**src/verilog/mmn_regs.vh**
```
// register offsets, field positions, command codes and timing for the memory map block
`ifndef MMN_REGS_VH
`define MMN_REGS_VH

`define MMN_OFS_CTRL      8'h00
`define MMN_OFS_CMD       8'h04
`define MMN_OFS_STATUS    8'h08
`define MMN_OFS_LOCK      8'h0C
`define MMN_OFS_CALIB     8'h10

`define MMN_CTRL_REMAP    0
`define MMN_ST_LOCKERR    0
`define MMN_ST_SECURE     1
`define MMN_ST_FFPMODE    2
`define MMN_ST_ERPEND     3
`define MMN_ST_NVM_LO     4
`define MMN_CMD_ARG_LO    8
`define MMN_CMD_ARG_HI    18

`define MMN_CMD_PROG      4'h1
`define MMN_CMD_ERASE_PG  4'h2
`define MMN_CMD_FULL_ER   4'h3
`define MMN_CMD_SET_LOCK  4'h4
`define MMN_CMD_CLR_LOCK  4'h5
`define MMN_CMD_SET_NVM   4'h6
`define MMN_CMD_CLR_NVM   4'h7
`define MMN_CMD_SET_SEC   4'h8

`define MMN_NVM_BOD_EN    0
`define MMN_NVM_BOD_RST   1
`define MMN_NVM_BOOT_FL   2

`define MMN_RST_NVM       3'h0
`define MMN_RST_LOCK      32'h00000000
`define MMN_RST_CALIB     16'h5A5A

`define MMN_AREA_INT      4'h0
`define MMN_AREA_EXT_LO   4'h1
`define MMN_AREA_EXT_HI   4'h8
`define MMN_AREA_PERIPH   4'hF
`define MMN_SUB_BOOT      4'h0
`define MMN_SUB_FLASH     4'h1
`define MMN_SUB_SRAM      4'h2
`define MMN_SUB_ROM       4'h3

`define MMN_CLK_KHZ       50000
`define MMN_ERASE_IGN_MS  100
`define MMN_ERASE_ACT_MS  220
`define MMN_ERASE_IGN_CYC 24'h4C4B40
`define MMN_ERASE_ACT_CYC 24'hA7D8C0

`endif

```
**src/verilog/mmn_memory_map.v**
```verilog
// first-level decoder, remap, flash lock, security and nvm bit logic
`include "mmn_regs.vh"

//////////////////////////////////////////////////////////////////////////////
// Contract
// - 4 GB split into sixteen 256 MB areas by top four address bits.
// - areas one to eight go to external unit, each its own select.
// - area zero holds internal memories in 1 MB sub-areas.
// - area fifteen goes to the peripheral bridge.
// - any other area returns an abort to the master.
// - sram only at its base until remap, then also at zero.
// - rom always decoded at its fixed base.
// - flash always decoded at its fixed base.
// - with remap clear, nvm bit 2 set aliases flash at zero, clear aliases rom.
// - nvm bits change only by set or clear nvm commands or factory restore; here reset also clears them.
// - factory restore clears nvm bit 2, booting from rom.
// - large configuration keeps 32 lock bits of 64-page regions.
// - small configuration keeps 8 lock bits of 32-page regions.
// - erase or program to locked region aborts and raises interrupt.
// - set-lock protects, clear-lock unprotects; only commands or factory restore change locks; here reset also clears them.
// - factory restore clears every lock bit.
// - secure part refuses flash access from debug or fast port.
// - security set only by command, cleared by restore plus erase.
// - nvm bit 0 enables brownout detector; restore clears it.
// - nvm bit 1 enables brownout reset; restore clears it.
// - sixteen calibration bits read-only, untouched by restore.
// - restore pin ignored under 100 ms, acts after 220 ms held.
module mmn_memory_map #(
    parameter        SMALL_CFG = 0,
    parameter [23:0] ERASE_IGN = `MMN_ERASE_IGN_CYC,
    parameter [23:0] ERASE_ACT = `MMN_ERASE_ACT_CYC
) (
    input  wire        clk,
    input  wire        rst,
    input  wire        hsel,
    input  wire [31:0] haddr,
    input  wire [1:0]  htrans,
    input  wire        hwrite,
    input  wire [2:0]  hsize,
    input  wire [31:0] hwdata,
    input  wire        hready,
    output wire        hreadyout,
    output wire        hresp,
    output wire [31:0] hrdata,
    input  wire        m_valid,
    input  wire [31:0] m_addr,
    input  wire        m_from_debug,
    input  wire        m_from_ffp,
    output wire        sel_sram,
    output wire        sel_rom,
    output wire        sel_flash,
    output wire        sel_periph,
    output wire [7:0]  ext_select_n,
    output wire        m_abort,
    input  wire        erase_pin,
    input  wire        test_mode_pin,
    input  wire        port_a_line_zero,
    input  wire        port_a_line_one,
    input  wire        port_a_line_two,
    output wire        fast_prog_mode,
    output wire        brownout_detector_en,
    output wire        brownout_reset_en,
    output wire [15:0] calib_bits,
    output wire        flash_irq,
    output wire        flash_prog_go,
    output wire        flash_erase_go,
    output wire        flash_full_erase,
    output wire [10:0] flash_page
);

    localparam [5:0] NLOCK = SMALL_CFG ? 6'd8 : 6'd32;

    // region of a page: 64-page regions, or 32-page in the small part
    function [4:0] lock_region;
        input [10:0] page;
        begin
            if (SMALL_CFG != 0) begin
                lock_region = {2'b00, page[7:5]};
            end else begin
                lock_region = page[10:6];
            end
        end
    endfunction

    function in_lock_range;
        input [4:0] reg_idx;
        begin
            in_lock_range = ({1'b0, reg_idx} < NLOCK);
        end
    endfunction

    // one strobe per command, valid only in a write's data phase
    function cmd_is;
        input       wr;
        input [3:0] code;
        input [3:0] want;
        begin
            cmd_is = wr & (code == want);
        end
    endfunction

    //////////////////////////////////////////////////////////////////////////
    // pin synchronisers
    reg [1:0] erase_sync_reg;
    reg [1:0] tst_sync_reg;
    reg [1:0] pa0_sync_reg;
    reg [1:0] pa1_sync_reg;
    reg [1:0] pa2_sync_reg;

    always @(posedge clk) begin
        if (rst) begin
            erase_sync_reg <= 2'h0;
            tst_sync_reg   <= 2'h0;
            pa0_sync_reg   <= 2'h0;
            pa1_sync_reg   <= 2'h0;
            pa2_sync_reg   <= 2'h0;
        end else begin
            erase_sync_reg <= {erase_sync_reg[0], erase_pin};
            tst_sync_reg   <= {tst_sync_reg[0], test_mode_pin};
            pa0_sync_reg   <= {pa0_sync_reg[0], port_a_line_zero};
            pa1_sync_reg   <= {pa1_sync_reg[0], port_a_line_one};
            pa2_sync_reg   <= {pa2_sync_reg[0], port_a_line_two};
        end
    end

    assign fast_prog_mode = tst_sync_reg[1] & pa0_sync_reg[1] &
                            pa1_sync_reg[1] & ~pa2_sync_reg[1];

    //////////////////////////////////////////////////////////////////////////
    // factory restore debounce: a glitch cannot wipe the flash
    reg [23:0] erase_cnt_reg;
    wire       erase_fire;
    wire       erase_pending;

    always @(posedge clk) begin
        if (rst) begin
            erase_cnt_reg <= 24'h000000;
        end else if (!erase_sync_reg[1]) begin
            erase_cnt_reg <= 24'h000000;
        end else if (erase_cnt_reg <= ERASE_ACT) begin
            erase_cnt_reg <= erase_cnt_reg + 24'h000001;
        end
    end

    // fires once per press, when held past the long time
    assign erase_fire    = erase_sync_reg[1] && (erase_cnt_reg == ERASE_ACT);
    assign erase_pending = erase_sync_reg[1] && (erase_cnt_reg >= ERASE_IGN);

    //////////////////////////////////////////////////////////////////////////
    // ahb-lite slave, zero wait states
    reg        dph_wr_reg;
    reg [7:0]  dph_addr_reg;
    reg [31:0] rdata_reg;
    reg        remap_reg;
    reg [2:0]  nvm_reg;
    reg [31:0] lock_reg;
    reg        secure_reg;
    reg        lock_err_reg;
    reg        prog_go_reg;
    reg        erase_go_reg;
    reg        full_go_reg;
    reg [10:0] page_reg;
    reg [31:0] rd_mux;

    wire addr_phase = hsel & htrans[1] & hready;
    wire rd_status  = addr_phase & ~hwrite & (haddr[7:0] == `MMN_OFS_STATUS);

    always @* begin
        case (haddr[7:0])
            `MMN_OFS_CTRL: begin
                rd_mux = {31'h0, remap_reg};
            end
            `MMN_OFS_STATUS: begin
                rd_mux = {25'h0, nvm_reg, erase_pending, fast_prog_mode,
                          secure_reg, lock_err_reg};
            end
            `MMN_OFS_LOCK: begin
                rd_mux = lock_reg;
            end
            `MMN_OFS_CALIB: begin
                rd_mux = {16'h0, calib_bits};
            end
            default: begin
                rd_mux = 32'h00000000;
            end
        endcase
    end

    always @(posedge clk) begin
        if (rst) begin
            dph_wr_reg   <= 1'b0;
            dph_addr_reg <= 8'h00;
            rdata_reg    <= 32'h00000000;
        end else begin
            dph_wr_reg <= addr_phase & hwrite;
            if (addr_phase) begin
                dph_addr_reg <= haddr[7:0];
            end
            if (addr_phase & ~hwrite) begin
                rdata_reg <= rd_mux;
            end
        end
    end

    assign hreadyout = 1'b1;
    assign hresp     = 1'b0;
    assign hrdata    = rdata_reg;

    //////////////////////////////////////////////////////////////////////////
    // command decode
    wire        ctrl_wr = dph_wr_reg && (dph_addr_reg == `MMN_OFS_CTRL);
    wire        cmd_wr  = dph_wr_reg && (dph_addr_reg == `MMN_OFS_CMD);
    wire [3:0]  cmd     = hwdata[3:0];
    wire [10:0] arg     = hwdata[`MMN_CMD_ARG_HI:`MMN_CMD_ARG_LO];
    wire [4:0]  region  = lock_region(arg);
    wire        rgn_ok  = in_lock_range(region);
    wire        locked  = lock_reg[region];
    wire        do_prog  = cmd_is(cmd_wr, cmd, `MMN_CMD_PROG);
    wire        do_erase = cmd_is(cmd_wr, cmd, `MMN_CMD_ERASE_PG);
    wire        do_full  = cmd_is(cmd_wr, cmd, `MMN_CMD_FULL_ER);
    wire        do_setl  = cmd_is(cmd_wr, cmd, `MMN_CMD_SET_LOCK);
    wire        do_clrl  = cmd_is(cmd_wr, cmd, `MMN_CMD_CLR_LOCK);
    wire        do_setn  = cmd_is(cmd_wr, cmd, `MMN_CMD_SET_NVM);
    wire        do_clrn  = cmd_is(cmd_wr, cmd, `MMN_CMD_CLR_NVM);
    wire        do_sec   = cmd_is(cmd_wr, cmd, `MMN_CMD_SET_SEC);
    wire        wr_cmd  = do_prog | do_erase;
    wire        viol    = wr_cmd && locked;
    wire        any_lock = |lock_reg;

    always @(posedge clk) begin
        if (rst) begin
            remap_reg <= 1'b0;
        end else if (ctrl_wr) begin
            remap_reg <= hwdata[`MMN_CTRL_REMAP];
        end
    end

    // nvm state modelled as cleared by reset, as on a blank part
    always @(posedge clk) begin
        if (rst) begin
            nvm_reg <= `MMN_RST_NVM;
        end else if (erase_fire) begin
            nvm_reg <= 3'h0;
        end else if (do_setn && (arg < 11'h003)) begin
            nvm_reg[arg[1:0]] <= 1'b1;
        end else if (do_clrn && (arg < 11'h003)) begin
            nvm_reg[arg[1:0]] <= 1'b0;
        end
    end

    always @(posedge clk) begin
        if (rst) begin
            lock_reg <= `MMN_RST_LOCK;
        end else if (erase_fire) begin
            lock_reg <= 32'h00000000;
        end else if (do_setl && rgn_ok) begin
            lock_reg[region] <= 1'b1;
        end else if (do_clrl && rgn_ok) begin
            lock_reg[region] <= 1'b0;
        end
    end

    // restore pin also runs the full erase, so security drops with it
    always @(posedge clk) begin
        if (rst) begin
            secure_reg <= 1'b0;
        end else if (erase_fire) begin
            secure_reg <= 1'b0;
        end else if (do_sec) begin
            secure_reg <= 1'b1;
        end
    end

    // set beats the clear-on-read of status
    always @(posedge clk) begin
        if (rst) begin
            lock_err_reg <= 1'b0;
        end else if (viol || (do_full && any_lock)) begin
            lock_err_reg <= 1'b1;
        end else if (rd_status) begin
            lock_err_reg <= 1'b0;
        end
    end

    always @(posedge clk) begin
        if (rst) begin
            prog_go_reg  <= 1'b0;
            erase_go_reg <= 1'b0;
            full_go_reg  <= 1'b0;
            page_reg     <= 11'h000;
        end else begin
            prog_go_reg  <= do_prog && !locked;
            erase_go_reg <= do_erase && !locked;
            full_go_reg  <= erase_fire || (do_full && !any_lock);
            if (wr_cmd) begin
                page_reg <= arg;
            end
        end
    end

    assign flash_irq            = lock_err_reg;
    assign flash_prog_go        = prog_go_reg;
    assign flash_erase_go       = erase_go_reg;
    assign flash_full_erase     = full_go_reg;
    assign flash_page           = page_reg;
    assign brownout_detector_en = nvm_reg[`MMN_NVM_BOD_EN];
    assign brownout_reset_en    = nvm_reg[`MMN_NVM_BOD_RST];
    assign calib_bits           = `MMN_RST_CALIB;

    //////////////////////////////////////////////////////////////////////////
    // address decode, combinational so the access is not delayed
    wire [3:0] area    = m_addr[31:28];
    wire [3:0] sub     = m_addr[23:20];
    wire       int_hi0 = (m_addr[27:24] == 4'h0);
    wire       boot_fl = nvm_reg[`MMN_NVM_BOOT_FL];
    reg        area_int;
    reg        area_ext;
    reg        area_per;
    reg        hit_sram;
    reg        hit_rom;
    reg        hit_fl;

    // first level: each of the sixteen areas has at most one owner
    always @* begin
        area_int = 1'b0;
        area_ext = 1'b0;
        area_per = 1'b0;
        case (area)
            `MMN_AREA_INT: begin
                area_int = int_hi0;
            end
            `MMN_AREA_PERIPH: begin
                area_per = 1'b1;
            end
            default: begin
                area_ext = (area >= `MMN_AREA_EXT_LO) &&
                           (area <= `MMN_AREA_EXT_HI);
            end
        endcase
    end

    // second level: remap wins the boot alias, then the boot bit picks
    always @* begin
        hit_sram = 1'b0;
        hit_rom  = 1'b0;
        hit_fl   = 1'b0;
        if (area_int) begin
            case (sub)
                `MMN_SUB_BOOT: begin
                    if (remap_reg) begin
                        hit_sram = 1'b1;
                    end else if (boot_fl) begin
                        hit_fl = 1'b1;
                    end else begin
                        hit_rom = 1'b1;
                    end
                end
                `MMN_SUB_FLASH: begin
                    hit_fl = 1'b1;
                end
                `MMN_SUB_SRAM: begin
                    hit_sram = 1'b1;
                end
                `MMN_SUB_ROM: begin
                    hit_rom = 1'b1;
                end
                default: begin
                    hit_fl = 1'b0;  // unused 1 MB slots abort
                end
            endcase
        end
    end

    wire       refused  = hit_fl && secure_reg &&
                          (m_from_debug || m_from_ffp || fast_prog_mode);
    wire       hit_any  = hit_sram | hit_rom | hit_fl | area_ext | area_per;
    wire [2:0] ext_idx  = area[2:0] - 3'h1;

    assign sel_sram     = m_valid & hit_sram;
    assign sel_rom      = m_valid & hit_rom;
    assign sel_flash    = m_valid & hit_fl & ~refused;
    assign sel_periph   = m_valid & area_per;
    assign ext_select_n = ~({7'h00, m_valid & area_ext} << ext_idx);
    assign m_abort      = m_valid & (~hit_any | refused);

endmodule // mmn_memory_map

```
**config.mk**
```make
export PLATFORM = sky130hd
export DESIGN_NAME = mmn_memory_map
export DESIGN_NICKNAME = d
export VERILOG_FILES = /design/src/verilog/mmn_memory_map.v
export VERILOG_INCLUDE_DIRS = /design/src /design/src/verilog
export SDC_FILE = /design/constraint.sdc
export NUM_CORES = 1
export LEC_CHECK = 0
export CORE_MARGIN = 2
export CORE_UTILIZATION = 50
export CTS_BUF_LIST = sky130_fd_sc_hd__clkbuf_8
export CTS_CLUSTER_DIAMETER = 150
export DETAILED_ROUTE_END_ITERATION = 10
export DONT_BUFFER_PORTS = 1
export PLACE_DENSITY = 0.74
export SYNTH_ARGS = -nofsm -noshare
export SYNTH_HDL_FRONTEND = slang
export SYNTH_SLANG_ARGS = --single-unit
```
**constraint.sdc**
```tcl
create_clock -name clk -period 1.9 [get_ports clk]
set_clock_uncertainty 0.15 [all_clocks]
set_input_delay 0.19 -clock clk [delete_from_list [all_inputs] [get_ports clk]]
set_output_delay 0.19 -clock clk [all_outputs]
set_load 0.02 [all_outputs]
```
Word-level counts from Yosys, hierarchy flattened
Cells that the tools add are included.
{"block": "totals", "out_inout_bits": 81, "input_bits": 114, "wordCells": 149, "regBits": 127}
{"block": "op_classes", "bitwise": 41, "reduce_logical": 34, "add_sub_neg": 2, "eq_ne": 17, "shifts": 1, "n_mux": 27, "n_lt_le_gt_ge": 9}
{"operator": "32-bit one-hot mux with 4 select lines", "count": 1}
{"operator": "32-bit 2-to-1 mux", "count": 2}
{"operator": "32-bit AND", "count": 1}
{"operator": "32-bit inverter", "count": 1}
{"operator": "32-bit OR", "count": 1}
{"operator": "32-bit OR reduction", "count": 1}
{"operator": "24-bit by 1-bit adder with 24-bit output, second input constant", "count": 1}
{"operator": "24-bit equality test, second input constant", "count": 1}
{"operator": "24-bit by 23-bit greater-or-equal comparator with 1-bit output, second input constant", "count": 1}
{"operator": "24-bit <= comparator, second input constant", "count": 1}
{"operator": "1-bit AND", "count": 23}
{"operator": "4-bit by 2-bit equality test with 1-bit output, second input constant", "count": 4}
{"operator": "4-bit by 3-bit equality test with 1-bit output, second input constant", "count": 4}
{"operator": "8-bit by 4-bit equality test with 1-bit output, second input constant", "count": 2}
{"operator": "1-bit logical AND", "count": 16}
{"operator": "8-bit zero test", "count": 2}
{"operator": "1-bit 2-to-1 mux", "count": 16}
{"operator": "4-bit zero test", "count": 3}
{"operator": "11-bit by 2-bit < comparator with 1-bit output, second input constant", "count": 1}
{"operator": "4-bit by 1-bit equality test with 1-bit output, second input constant", "count": 2}
{"operator": "4-bit equality test, second input constant", "count": 2}
{"operator": "8-bit by 3-bit equality test with 1-bit output, second input constant", "count": 1}
{"operator": "8-bit by 5-bit equality test with 1-bit output, second input constant", "count": 1}
{"operator": "8-bit inverter", "count": 1}
{"operator": "22 further kinds", "count": 42}

Depth between registers and ports, before layout
{"block": "logic_depth", "word_depth": 11, "depth_mapped": 8, "depth_no_buf": 8}

Worst setup path after synthesis
Ideal clock, no wire load.
{"block": "synth_timing", "kind": "reg2reg", "start": "register dph_addr_reg[4]", "end": "register page_reg[10] (netlist: flash_page[10])", "path_buffers": 1, "path_stages_with_launch": 8, "slack_ps": -102, "t_arrival_ps": 1720, "setup_ps": 132, "synth_period_minus_slack_ps": 2002, "required_ps": 1618, "path_cell_list": "dfxtp_1 > nor4b_4 > and2_1 > nand2_1 > or4_1 > clkbuf_1 > nand2_1 > a21oi_1"}
{"block": "synth_between", "elab_chain_cells": 4, "elab_cells_between_ends": 5, "cone_classes": "eq/ne: 1; bitwise: 3; reduce/logical: 1"}
{"element": "start: declaration", "line_no": "mmn_memory_map.v:152", "rtl": "reg [7:0] dph_addr_reg;"}
{"element": "start signal: assignment", "line_no": "mmn_memory_map.v:197", "rtl": "dph_addr_reg <= haddr[7:0];"}
{"element": "8-bit by 3-bit equality test with 1-bit output (no line) (*)"}
{"element": "1-bit logical AND (*)", "line_no": "mmn_memory_map.v:212", "rtl": "wire cmd_wr = dph_wr_reg && (dph_addr_reg == `MMN_OFS_CMD);"}
{"element": "1-bit AND", "line_no": "mmn_memory_map.v:98", "rtl": "cmd_is = wr & (code == want);"}
{"element": "1-bit OR (*)", "line_no": "mmn_memory_map.v:226", "rtl": "wire wr_cmd = do_prog | do_erase;"}
{"element": "end signal: assignment", "line_no": "mmn_memory_map.v:296", "rtl": "page_reg <= arg;"}
{"element": "end: declaration", "line_no": "mmn_memory_map.v:162", "rtl": "reg [10:0] page_reg;"}
Every way passes the cells marked *; elsewhere a longest branch is shown, timed or not.
A chain may end at the register's enable or synchronous reset.

Worst setup path after layout
{"block": "layout_timing", "start": "register erase_cnt_reg[19]", "end": "register erase_cnt_reg[20]"}
{"block": "layout_between", "elab_chain_cells": 1, "elab_cells_between_ends": 2, "cone_classes": "add/sub: 1; order compare: 1"}
{"element": "start: declaration", "line_no": "mmn_memory_map.v:131", "rtl": "reg [23:0] erase_cnt_reg;"}
{"element": "start signal: assignment", "line_no": "mmn_memory_map.v:141", "rtl": "erase_cnt_reg <= erase_cnt_reg + 24'h000001;"}
{"element": "24-bit by 1-bit adder with 24-bit output or 24-bit <= comparator (tied branches)", "line_no": "mmn_memory_map.v:141, mmn_memory_map.v:140"}
Several ways; a longest one is shown, not always the timed one.

==> flow_metrics.env <==
export IMPL_drtAntennaViolNets=0
export IMPL_seq_area_um2=2570
export IMPL_yosys_area_share_simple_pct=29.4
export IMPL_async_reset_ff_share_pct=0
export IMPL_die_h_um=115
export IMPL_hp_class="input pin to register"
export IMPL_drt_first_pass_iters=5
export IMPL_vias=6136
export IMPL_multi_input_area_um2=3850
export IMPL_period_minus_slack_ns=2.16
export IMPL_setup_viol=55
export IMPL_cts_tree="yes"
export IMPL_crit_buf_inv=1
export IMPL_powerDensity_nw_per_um2=677
export IMPL_grt_overflow_total=0
export IMPL_synth_avg_cell_area_um2=8.15
export IMPL_diodes=0
export IMPL_slew_viol_final=0
export IMPL_ys_seq_elements=127
export IMPL_setup_tns_ns=-8.18
export IMPL_synth_edff_count=0
export IMPL_violations="setup timing"
export IMPL_routed_via_density=6.06
export IMPL_critPathMaxStageDelay_ns=0.38
export IMPL_synth_top_area_share_pct=41.3
export IMPL_rsz0062_at_grt="true"
export IMPL_die_w_um=115
export IMPL_ys_types=59
export IMPL_finalHoldViolations=0
export IMPL_ys_warn_count=0
export IMPL_fillerInstances=869
export IMPL_cp_top_family="simple AND/OR/NAND/NOR gates"
export IMPL_worst_hold_slack_ns=0.00450
export IMPL_crit_required_ns=2.11
export IMPL_grt_pass1_vias=5784
export IMPL_status="complete, but fails checks"
export IMPL_clk_latency_ns=0.45
export IMPL_die_area_um2=13200
export IMPL_drcViolationCount=0
export IMPL_clk_path_buf_depth=2
export IMPL_routabilityCongestion=0.953
export IMPL_critical_path_slowest_cell="or3_1"
export IMPL_worst_ep_arrival_time_ns=2.37
export IMPL_avgRoutedWirePerCell_um=18.6
export IMPL_synth_compound_area_share_pct=13.4
export IMPL_io_pins=195
export IMPL_syn_inst=756
export IMPL_synthAdderAreaFrac_pct=1.22
export IMPL_std_cell_rows=40
export IMPL_clockRootBuffer="clkbuf_8"
export IMPL_groute_usage_overall_pct=26.5
export IMPL_cts_max_level=4
export IMPL_cp_start_kind="register"
export IMPL_synth_area_um2=6160
export IMPL_period_share_pct=114
export IMPL_ys_seq_area_share_pct=41.3
export IMPL_drt_iter0_markers=405
export IMPL_final_cell_mix="dfxtp_1, nand2_1, a21oi_1"
export IMPL_antenna_found_initial=0
export IMPL_coreArea_um2=12000
export IMPL_finalWirelength_mm=18.8
export IMPL_fin_nets=975
export IMPL_layout_setup_ws_ns=-0.261
export IMPL_synth_xor_area_share_pct=2.84
export IMPL_syn_to_final_growth_pct=32.4
export IMPL_critPathKind="register to register"
export IMPL_cts_buffers_inserted=17
export IMPL_p_leak_uw=0.00305
export IMPL_dp_hpwl_mm=11.8
export IMPL_grt_max_degree=63
export IMPL_worst_pin_slew_ns=0.854
export IMPL_maxCapViolations=0
export IMPL_synth_top_family_by_area="simple AND/OR/NAND/NOR gates"
export IMPL_port_buffers=0
export IMPL_initial_core_util_pct=51.3
export IMPL_clk_pin_slew_worst_paths_ns=0.07
export IMPL_max_freq_ghz=0.463
export IMPL_drive_gt1_share_pct=26.0
export IMPL_final_common_cell="dfxtp_1"
export IMPL_crit_path_max_fanout=4
export IMPL_synthMuxAreaShare_pct=6.22
export IMPL_slew_headroom_pct=42.9
export IMPL_worstSetupEndpointType="register"
export IMPL_synthTopCellsByArea="dfxtp_1, nand2_1, a21oi_1"
export IMPL_worstPathCellList="buf_6, o21a_1, o21ai_2, nand4_1, or2_1, or3_1, a21oi_1"
export IMPL_cts_sinks=127
export IMPL_ys_flop_type="dfxtp_1"
export IMPL_yosysTopAreaCell="dfxtp_1"
export IMPL_ir_drop_v=0.000469
export IMPL_grt_pass1_wl_mm=27.8
-- repair_timing --
action | 4_1_cts | 5_1_grt
gates cloned | 0 | 2
endpoints found under the setup margin | 74 | 81
hold buffers | 34 | 2
pin swaps | 21 | 62
buffers inserted | 4 | 11
gates resized for setup | 34 | 103
hold endpoints to repair | 96 | 11
-- area by class of cell --
type / instances / area share [%]
repair buffers: 122 / 13.6
inverters: 10 / 0.506
clock inverters: 5 / 0.951
well taps: 147 / 2.25
flip-flops and latches: 127 / 31.5
multi-input cells: 577 / 47.2
clock buffers: 24 / 4.05
-- Yosys cell counts, drive strengths merged (2+ instances only) --
cell type / number
o21a: 2
and4: 2
nor3: 13
conb: 2
nor4b: 8
mux2: 2
o21ai: 18
inv: 9
nand4: 15
and2: 7
nor4: 24
or3: 7
a311oi: 14
nand4b: 2
and3: 7
a31o: 3
buf: 24
nor2b: 20
a22oi: 7
xnor2: 11
ha: 6
a31oi: 6
nor2: 72
mux2i: 36
nand2b: 9
a21oi: 78
nor3b: 3
nand2: 113
nand3: 44
dfxtp: 127
clkbuf: 36
xor2: 9
or2: 6
-- through the flow --
| stage | power [µW] | worst slack (ns) | util, % | area [µm²] | cells |
|---|---|---|---|---|---|
| 5_1_grt | 5710 | -0.344 | 67.9 | 8160 | 1012 |
| 3_3_place_gp | 3000 | -0.150 | 55.6 | 6670 | 932 |
| 6_report | 5520 | -0.261 | 67.9 | 8160 | 1012 |
| 4_1_cts | 5520 | -0.187 | 63.4 | 7610 | 999 |
| 2_1_floorplan | 3030 | -0.0624 | - | 6240 | 772 |
| 3_5_place_dp | 3010 | -0.249 | 55.6 | 6670 | 932 |
-- metal layers --
layer / wire [µm] / up-vias / GRT usage, %
met5: 0 / - / 0
met4: 466 / 0 / 11.0
met3: 1260 / 45 / 7.17
met2: 9560 / 250 / 45.7
met1: 7530 / 3003 / 31.3
li1: - / 2838 / -
-- report_power, final --
part	leakage (µW)	internal, µW	switching (µW)
registers	0.00103	2670	18.5
clock network	0.000209	1390	1030
logic	0.00181	160	259
-- kinds of logic after synthesis --
logic type | Yosys count
other | 2
buffers and inverters | 70
multiplexers | 38
flip-flops | 127
adder cells (fa/ha/maj) | 6
AND/OR/NAND/NOR | 354
AO/OA/AOI/OAI | 139
XOR/XNOR | 20
-- worst paths after layout --
kind,startpoint,to,slack (ns),cells after the start
max,erase_cnt_reg[19],erase_cnt_reg[20],-0.26,7
min,hwdata[1],register,0.005,5
max reg2reg,erase_cnt_reg[19],erase_cnt_reg[20],-0.26,7
min reg2reg,pa0_sync_reg[0],pa0_sync_reg[1],0.29,1
-- worst register-to-register path: stages, from the launching register on --
cell	delay, ns
dfxtp_4	0.36
buf_6	0.12
o21a_1	0.17
o21ai_2	0.13
nand4_1	0.23
or2_1	0.34
or3_1	0.38
a21oi_1	0.19
No activity file was read; power rests on OpenSTA's default activity.
